<file path="config.mk">
export PLATFORM = sky130hd
export DESIGN_NAME = gst_timer
export DESIGN_NICKNAME = d
export VERILOG_FILES = /design/src/rtl/gst_pin_sync.v /design/src/rtl/gst_timer.v
export VERILOG_INCLUDE_DIRS = /design/src /design/src/rtl
export SDC_FILE = /design/constraint.sdc
export NUM_CORES = 1
export LEC_CHECK = 0
export BUFFER_PORTS_ARGS = -buffer_cell sky130_fd_sc_hd__clkbuf_2
export CAP_MARGIN = 20
export CORE_MARGIN = 1
export CORE_UTILIZATION = 61
export DETAILED_ROUTE_END_ITERATION = 8
export PLACE_DENSITY = 0.95
export RECOVER_POWER = 50
export SKIP_CTS_REPAIR_TIMING = 1
export SLEW_MARGIN = 0
export SYNTH_ARGS = -nofsm -noshare
export SYNTH_HDL_FRONTEND = slang
export SYNTH_HIERARCHICAL = 1
export SYNTH_SLANG_ARGS = --single-unit
</file>
<file path="constraint.sdc">
create_clock -name ref_clk_i -period 6.04 [get_ports ref_clk_i]
set_input_delay 0.302 -clock ref_clk_i [delete_from_list [all_inputs] [get_ports ref_clk_i]]
set_output_delay 0.302 -clock ref_clk_i [all_outputs]
set_load 0.005 [all_outputs]
</file>
<file path="src/rtl/gst_regs.vh">
`ifndef GST_REGS_VH
`define GST_REGS_VH

// ----------------------------------------------------------------
// Counter layout
// ----------------------------------------------------------------
`define GST_CNT_W        16
`define GST_BYTE_W       8
`define GST_CNT_RST      16'h0000
`define GST_CNT_ALL_ONES 16'hffff
`define GST_CNT_ONE      16'h0001
`define GST_HI_MSB       15
`define GST_HI_LSB       8
`define GST_LO_MSB       7
`define GST_LO_LSB       0

// ----------------------------------------------------------------
// Clock select encodings
// ----------------------------------------------------------------
`define GST_CS_W         2
`define GST_CS_INSTR     2'h0
`define GST_CS_FOSC      2'h1
`define GST_CS_EXT       2'h2
`define GST_CS_NONE      2'h3

// ----------------------------------------------------------------
// Gate source encodings
// ----------------------------------------------------------------
`define GST_GS_W         3
`define GST_GS_CELL1     3'h0
`define GST_GS_CELL2     3'h1
`define GST_GS_CELL3     3'h2
`define GST_GS_CELL4     3'h3
`define GST_GS_ZCD       3'h4
`define GST_GS_CMP1      3'h5
`define GST_GS_CMP2      3'h6
`define GST_GS_PIN       3'h7

// ----------------------------------------------------------------
// Pin input positions in the synchroniser bank
// ----------------------------------------------------------------
`define GST_PIN_N        9
`define GST_PIN_EXT      8

// ----------------------------------------------------------------
// Prescaler and instruction cycle timing
// ----------------------------------------------------------------
`define GST_PS_W         2
`define GST_PS_CNT_W     3
`define GST_PS_CNT_RST   3'h0
`define GST_PS_ONE       3'h1
`define GST_PHASE_W      2
`define GST_PHASE_RST    2'h0
`define GST_PHASE_ONE    2'h1
`define GST_PHASE_LAST   2'h3
`define GST_PS_DIV1      2'h0
`define GST_PS_DIV2      2'h1
`define GST_PS_DIV4      2'h2
`define GST_PS_DIV8      2'h3
`define GST_PS_TOP1      3'h0
`define GST_PS_TOP2      3'h1
`define GST_PS_TOP4      3'h3
`define GST_PS_TOP8      3'h7

`endif

</file>
<file path="src/rtl/gst_pin_sync.v">
`timescale 1ns/1ps

// ----------------------------------------------------------------
// Three stage pin synchroniser with agreement filter
// ----------------------------------------------------------------
module gst_pin_sync
(
    input  wire ref_clk_i,
    input  wire rst_n_i,
    input  wire clk_en_i,
    input  wire pin_i,
    output reg  level_o
);

    reg stage1;
    reg stage2;
    reg stage3;

    always @(posedge ref_clk_i)
    begin
        if (!rst_n_i)
        begin
            stage1  <= 1'b0;
            stage2  <= 1'b0;
            stage3  <= 1'b0;
            level_o <= 1'b0;
        end
        else if (clk_en_i)
        begin
            stage1 <= pin_i;
            stage2 <= stage1;
            stage3 <= stage2;
            // Change counts once second and third agree
            if (stage2 == stage3)
            begin
                level_o <= stage3;
            end
        end
    end

endmodule // gst_pin_sync

</file>
<file path="src/rtl/gst_timer.v">
// What this block does
// Sixteen bit up-counter, reachable as high byte and low byte.
// Writing either byte loads it into the running count at once.
// Internal source advances the count once every instruction cycle.
// External source, timer on: count each rising edge of external input.
// Counts only with on bit; gate enable makes counting follow the gate.
// Clock select input picks the source that increments the counter.
// Oscillator source increments per oscillator tick through the prescaler.
// Oscillator source gives four counts per instruction cycle.
// Gate picks from four logic cells, zero-cross, two comparators, gate pin.
// External source counts synchronised to instruction cycle or at once.
// Counter mode needs a falling edge before first counted rising edge.
// Wrap from all ones to zero sets a sticky overflow flag.
`timescale 1ns/1ps
`include "gst_regs.vh"

module gst_timer
(
    input  wire                     ref_clk_i,
    input  wire                     rst_n_i,
    input  wire                     clk_en_i,
    input  wire                     timer_on_bit_i,
    input  wire                     gate_enable_bit_i,
    input  wire [`GST_CS_W-1:0]     clock_select_i,
    input  wire                     sync_mode_i,
    input  wire [`GST_PS_W-1:0]     prescale_sel_i,
    input  wire [`GST_GS_W-1:0]     gate_select_i,
    input  wire [3:0]               logic_cell_out_i,
    input  wire                     zero_cross_i,
    input  wire [1:0]               comparator_out_i,
    input  wire                     gate_input_pin_i,
    input  wire                     external_count_input_i,
    input  wire                     write_high_i,
    input  wire                     write_low_i,
    input  wire [`GST_BYTE_W-1:0]   write_data_i,
    input  wire                     overflow_clear_i,
    output wire [`GST_BYTE_W-1:0]   count_high_byte_o,
    output wire [`GST_BYTE_W-1:0]   count_low_byte_o,
    output wire                     overflow_o,
    output wire                     counting_o,
    output wire                     edge_armed_o
);

    // ----------------------------------------------------------------
    // Declarations
    // ----------------------------------------------------------------
    reg  [`GST_CNT_W-1:0]    count;
    reg  [`GST_CNT_W-1:0]    next_count;
    reg                      overflow;
    reg                      next_overflow;
    reg  [`GST_PHASE_W-1:0]  phase;
    reg  [`GST_PS_CNT_W-1:0] presc_cnt;
    reg  [`GST_PS_CNT_W-1:0] next_presc_cnt;
    reg                      ext_prev;
    reg                      armed;
    reg                      next_armed;
    reg                      pending;
    reg                      next_pending;
    reg                      counting;
    reg                      src_tick;
    reg                      inc;
    wire [`GST_PIN_N-1:0]    raw_pins;
    wire [`GST_PIN_N-1:0]    sync_pins;
    wire                     ext_level;
    wire                     ext_rise;
    wire                     ext_fall;
    wire                     instr_tick;
    wire                     gate_level;
    wire                     count_enable;
    wire                     any_write;
    wire [`GST_PS_CNT_W-1:0] presc_limit;
    wire                     restart;
    wire                     ext_sync_sel;
    wire                     presc_full;
    wire [`GST_PHASE_W-1:0]  next_phase;

    // ----------------------------------------------------------------
    // Functions
    // ----------------------------------------------------------------
    function gate_pick;
        input [`GST_GS_W-1:0] sel;
        input [`GST_PIN_N-1:0] pins;
        begin
            case (sel)
                `GST_GS_CELL1: gate_pick = pins[0];
                `GST_GS_CELL2: gate_pick = pins[1];
                `GST_GS_CELL3: gate_pick = pins[2];
                `GST_GS_CELL4: gate_pick = pins[3];
                `GST_GS_ZCD:   gate_pick = pins[4];
                `GST_GS_CMP1:  gate_pick = pins[5];
                `GST_GS_CMP2:  gate_pick = pins[6];
                `GST_GS_PIN:   gate_pick = pins[7];
                default:       gate_pick = 1'b0;
            endcase
        end
    endfunction

    function [`GST_PS_CNT_W-1:0] presc_top;
        input [`GST_PS_W-1:0] sel;
        begin
            case (sel)
                `GST_PS_DIV1: presc_top = `GST_PS_TOP1;
                `GST_PS_DIV2: presc_top = `GST_PS_TOP2;
                `GST_PS_DIV4: presc_top = `GST_PS_TOP4;
                `GST_PS_DIV8: presc_top = `GST_PS_TOP8;
                default:      presc_top = `GST_PS_TOP1;
            endcase
        end
    endfunction

    // ----------------------------------------------------------------
    // Pin synchronisers
    // ----------------------------------------------------------------
    assign raw_pins = {external_count_input_i, gate_input_pin_i,
                       comparator_out_i[1], comparator_out_i[0],
                       zero_cross_i, logic_cell_out_i};

    genvar gi;
    generate
        for (gi = 0; gi < `GST_PIN_N; gi = gi + 1)
        begin : g_sync
            gst_pin_sync u_sync
            (
                .ref_clk_i (ref_clk_i),
                .rst_n_i   (rst_n_i),
                .clk_en_i  (clk_en_i),
                .pin_i     (raw_pins[gi]),
                .level_o   (sync_pins[gi])
            );
        end
    endgenerate

    // ----------------------------------------------------------------
    // Edge, gate and enable decode
    // ----------------------------------------------------------------
    assign ext_level    = sync_pins[`GST_PIN_EXT];
    assign ext_rise     = ext_level & ~ext_prev;
    assign ext_fall     = ~ext_level & ext_prev;
    assign gate_level   = gate_pick(gate_select_i, sync_pins);
    assign count_enable = timer_on_bit_i
                          & (~gate_enable_bit_i | gate_level);
    assign instr_tick   = (phase == `GST_PHASE_LAST);
    assign any_write    = write_high_i | write_low_i;
    assign presc_limit  = presc_top(prescale_sel_i);

    // ----------------------------------------------------------------
    // Restart and mode decode
    // ----------------------------------------------------------------
    assign restart      = any_write | ~timer_on_bit_i;
    assign ext_sync_sel = sync_mode_i & (clock_select_i == `GST_CS_EXT);
    assign presc_full   = (presc_cnt >= presc_limit);
    assign next_phase   = phase + `GST_PHASE_ONE;

    // ----------------------------------------------------------------
    // Falling edge arming and synchronous pending edge
    // ----------------------------------------------------------------
    always @*
    begin
        next_armed   = armed;
        next_pending = pending;
        if (restart)
        begin
            next_armed = 1'b0;
        end
        else if (ext_fall)
        begin
            next_armed = 1'b1;
        end
        // Stale pending edge must not survive a source change
        if (restart || !ext_sync_sel)
        begin
            next_pending = 1'b0;
        end
        else if (armed && ext_rise)
        begin
            next_pending = 1'b1;
        end
        else if (instr_tick)
        begin
            next_pending = 1'b0;
        end
    end

    // ----------------------------------------------------------------
    // Source tick selection
    // ----------------------------------------------------------------
    always @*
    begin
        case (clock_select_i)
            `GST_CS_INSTR: src_tick = instr_tick;
            `GST_CS_FOSC:  src_tick = 1'b1;
            `GST_CS_EXT:
            begin
                if (sync_mode_i)
                begin
                    src_tick = pending & instr_tick;
                end
                else
                begin
                    src_tick = armed & ext_rise;
                end
            end
            default:       src_tick = 1'b0;
        endcase
    end

    // ----------------------------------------------------------------
    // Prescaler and increment decision
    // ----------------------------------------------------------------
    always @*
    begin
        next_presc_cnt = presc_cnt;
        inc            = 1'b0;
        if (restart)
        begin
            next_presc_cnt = `GST_PS_CNT_RST;
        end
        else if (count_enable && src_tick)
        begin
            if (presc_full)
            begin
                next_presc_cnt = `GST_PS_CNT_RST;
                inc            = 1'b1;
            end
            else
            begin
                next_presc_cnt = presc_cnt + `GST_PS_ONE;
            end
        end
    end

    // ----------------------------------------------------------------
    // Count and overflow next state
    // ----------------------------------------------------------------
    always @*
    begin
        next_count    = count;
        next_overflow = overflow;
        if (overflow_clear_i)
        begin
            next_overflow = 1'b0;
        end
        if (any_write)
        begin
            if (write_high_i)
            begin
                next_count[`GST_HI_MSB:`GST_HI_LSB] = write_data_i;
            end
            if (write_low_i)
            begin
                next_count[`GST_LO_MSB:`GST_LO_LSB] = write_data_i;
            end
        end
        else if (inc)
        begin
            next_count = count + `GST_CNT_ONE;
            if (count == `GST_CNT_ALL_ONES)
            begin
                next_overflow = 1'b1;
            end
        end
    end

    // ----------------------------------------------------------------
    // State registers
    // ----------------------------------------------------------------
    always @(posedge ref_clk_i)
    begin
        if (!rst_n_i)
        begin
            count     <= `GST_CNT_RST;
            overflow  <= 1'b0;
            phase     <= `GST_PHASE_RST;
            presc_cnt <= `GST_PS_CNT_RST;
            ext_prev  <= 1'b0;
            armed     <= 1'b0;
            pending   <= 1'b0;
            counting  <= 1'b0;
        end
        else if (clk_en_i)
        begin
            count     <= next_count;
            overflow  <= next_overflow;
            phase     <= next_phase;
            presc_cnt <= next_presc_cnt;
            ext_prev  <= ext_level;
            armed     <= next_armed;
            pending   <= next_pending;
            counting  <= count_enable;
        end
    end

    // ----------------------------------------------------------------
    // Outputs
    // ----------------------------------------------------------------
    assign count_high_byte_o = count[`GST_HI_MSB:`GST_HI_LSB];
    assign count_low_byte_o  = count[`GST_LO_MSB:`GST_LO_LSB];
    assign overflow_o        = overflow;
    assign counting_o        = counting;
    assign edge_armed_o      = armed;

endmodule // gst_timer

</file>
==> results.yml <==
status:
  outcome: "finished, final reports clean"
power:
  pwr-share-seq_pct: 50.3
  p_comb_share_pct: 11.2
  irDropWorstVdd_v: 0.0002046
  power.switching_mw: 0.2236
  p_sw_share_pct: 25.59
  p_leak_nw: 1.629
  power_frac_clock_pct: 38.5
  power_density_nw_per_um2: 235.1
  intPower_mw: 0.6499
sta:
  final.min_clock_period_ns: 2.734
  clock.fmax_ghz: 0.3657
  setup_viol: 0
  fin_hold_ws_ns: 0.2211
  relSlewSlack_pct: 34.81
  setup_tns_ns: 0
  finalClockSkew_ns: 0.005281
  finalHoldViolations: 0
  worst_pin_slew_ns: 0.9747
  post-route-period-util_pct: 45.27
  rsz0062_at_grt: "false"
  slew_violations: 0
logic_synthesis:
  yosysMostFrequentCell: "dfxtp_1"
  ys_async_sr_fraction_pct: 0
  synthTopCellsByCount: "dfxtp_1 (62), nand2_1 (41), mux2i_1 (34)"
  ys.flop_type: "dfxtp_1"
  synth_nets: 392
  syn_area_um2: 3207
  synth_top_area_share_pct: 38.70
  syn_inst: 353
  ys_top_cells_by_area: "dfxtp_1 (39%), mux2i_1 (11%), nor2b_1 (5.7%)"
  ys_seq_area_share_pct: 38.70
  synth.avg_cell_area_um2: 9.084
  synth_edf_count: 0
  yosys_register_bits: 62
  synth_cell_types: 55
  synth_warnings: 6
  synth_top_cell_by_area: "dfxtp_1"
floorplan:
  die_h_um: 74.51
  fp.dieW_um: 74.51
  ioPinCount: 52
  start_util_pct: 63.19
  num_rows: 26
  coreArea_um2: 5075
  dieArea_um2: 5551
grt:
  grtUsageTotal_pct: 26.87
  grt_max_degree: 67
  overflow: 0
  antenna_found_initial: 0
  grt_pass1_wl_um: 11420
  grt_pass1_vias: 2560
cts:
  insertion_delay_ns: 0.34
  h-tree-depth: 3
  cts.sinks: 62
  clk_path_buf_depth: 2
  cts_tree: "built"
  clock-root-buffer: "clkbuf_8"
  cts_inserted_buffers: 9
  clk_pin_slew_ns: 0.07
routing:
  drc: 0
  post_drt_wl_per_cell_um: 14.55
  met2_wirelength_um: 3464
  wl_met1_um: 3026
  ant_nets: 0
  dr.pass1.iters: 5
  drt_iter0_markers: 368
  wl_um: 7030
  wl_met3_um: 410
  dr_total_vias: 2882
  via_per_inst: 5.967
  top_layer: "met4"
place:
  portBuffers: 51
  place_congestion: 0.9233
  hpwlAfterDp_um: 4800
layout:
  n_fill_cell: 360
  antennaDiodeCount: 0
  drive_gt1_share_pct: 18.16
  fin_nets: 447
  area_growth_pct: 15.84
critical_path:
  path_buf_inv: 1
  critPathKind: "reg2reg"
  arrival_ns: 2.99
  crit_chain: "inv_1 > ha_1 > nor2b_1 > o21ai_0 > nand2_1 > nor3_4 > or4b_1 > o211ai_1"
  crit_slowest_cell: "nor3_4"
  cp_max_fo: 28
  crit_family: "simple AND/OR/NAND/NOR gates"
  cp_slowest_stage_delay_ns: 0.77
  worstSetupStartpointType: "register"
  cp.required_ns: 6.30
  endpoint_kind: "register"
flow_run:
  cap_viol_max_count: 0
worst_hold_path:
  hp-class: "in2reg"
worst register-to-register path, cell delays in order, from the launching register on:
cell and delay, ns:
dfxtp_1 0.38, inv_1 0.06, ha_1 0.19, nor2b_1 0.12, o21ai_0 0.34, nand2_1 0.17, nor3_4 0.77, or4b_1 0.51
o211ai_1 0.11
layout make-up:
class | instances | area, um2 | share of cell area [%]
Tap cell | 70 | 87.58 | 2.358
Clock inverter | 3 | 17.52 | 0.4715
Timing Repair Buffer | 54 | 276.5 | 7.444
Sequential cell | 62 | 1241 | 33.41
Clock buffer | 13 | 168.9 | 4.547
Inverter | 9 | 33.78 | 0.9094
Multi-Input combinational cell | 272 | 1889 | 50.86
cell usage in the layout (no fill, tap or decap), drive strengths merged, types with 3 or more instances in the layout:
cell type / n
a32o: 9
a21o: 10
nand3: 8
nand2: 41
nor2b: 29
o31a: 3
dfxtp: 62
o211a: 3
o21ai: 9
o31ai: 4
ha: 6
clkbuf: 64
nor2: 14
a31oi: 5
nand4: 7
and2: 14
a211oi: 5
mux2i: 34
inv: 8
a32oi: 3
nand2b: 11
or2: 3
clkinv: 3
xnor2: 6
a21oi: 7
buf: 3
o22ai: 3
o211ai: 6
nor3: 4
stage by stage:
stage                     power [mW]  setup slack [ns]  area (um2)  instances  util [%]
after floorplan               0.5005             3.834        3207        353         -
after global placement        0.5393             3.194        3530        467     69.55
after detailed placement      0.5446             3.071        3530        467     69.55
after CTS                     0.8792             3.322        3716        483     73.22
after global routing          0.9118             3.103        3715        483     73.20
final                         0.8735             3.306        3715        483     73.20
path summary, 6_finish.rpt:
path,from,end,slack (ns),cells after the start
setup / recovery,presc_cnt[0]$_SDFFE_PN0P_,count[0]$_SDFFE_PN0P_,3.31,8
hold / removal,comparator_out_i[0],g_sync[5].u_sync/stage1$_SDFFE_PN0P_,0.22,3
setup reg to reg,presc_cnt[0]$_SDFFE_PN0P_,count[0]$_SDFFE_PN0P_,3.31,8
hold reg to reg,counting_o$_SDFFE_PN0P_,counting_o$_SDFFE_PN0P_,0.48,2
power by group through the flow:
stage	clock network, mW	logic [mW]	registers, mW
6_report	0.336	0.0982	0.439
3_3_place_gp	0	0.0928	0.447
3_5_place_dp	0	0.0969	0.448
4_1_cts	0.343	0.0976	0.439
5_1_grt	0.362	0.109	0.441
2_1_floorplan	0	0.0560	0.445
registers in the layout, indices dropped and copies added, names as in the netlist:
| signal | count |
|---|---|
| g_sync.u_sync/stage3 | 9 |
| ext_prev | 1 |
| g_sync.u_sync/stage2 | 9 |
| phase | 2 |
| presc_cnt | 3 |
| pending | 1 |
| counting_o | 1 |
| edge_armed_o | 1 |
| g_sync.u_sync/level_o | 9 |
| overflow_o | 1 |
| g_sync.u_sync/stage1 | 9 |
| count | 16 |
routing by layer:
| layer | up-vias | global-route usage [%] |
|---|---|---|
| met4 | 0 | 11.53 |
| met1 | 1346 | 33.75 |
| met5 | - | 0 |
| met3 | 15 | 6.775 |
| li1 | 1410 | - |
| met2 | 111 | 43.74 |
logic make-up (layout without fill, tap and decap cells):
kind of cell / count (synthesis) / in the layout / synth area share (%)
and+or+nand+nor: 144 / 144 / 24.19
AOI/OAI and AO/OA: 79 / 79 / 18.69
DFF: 62 / 62 / 38.70
muxes: 36 / 36 / 11.78
buffers and inverters: 19 / 79 / 2.380
xor gates and xnor gates: 7 / 7 / 1.912
adders and majority gates: 6 / 6 / 2.341
Power figures use the tool's default switching activity.
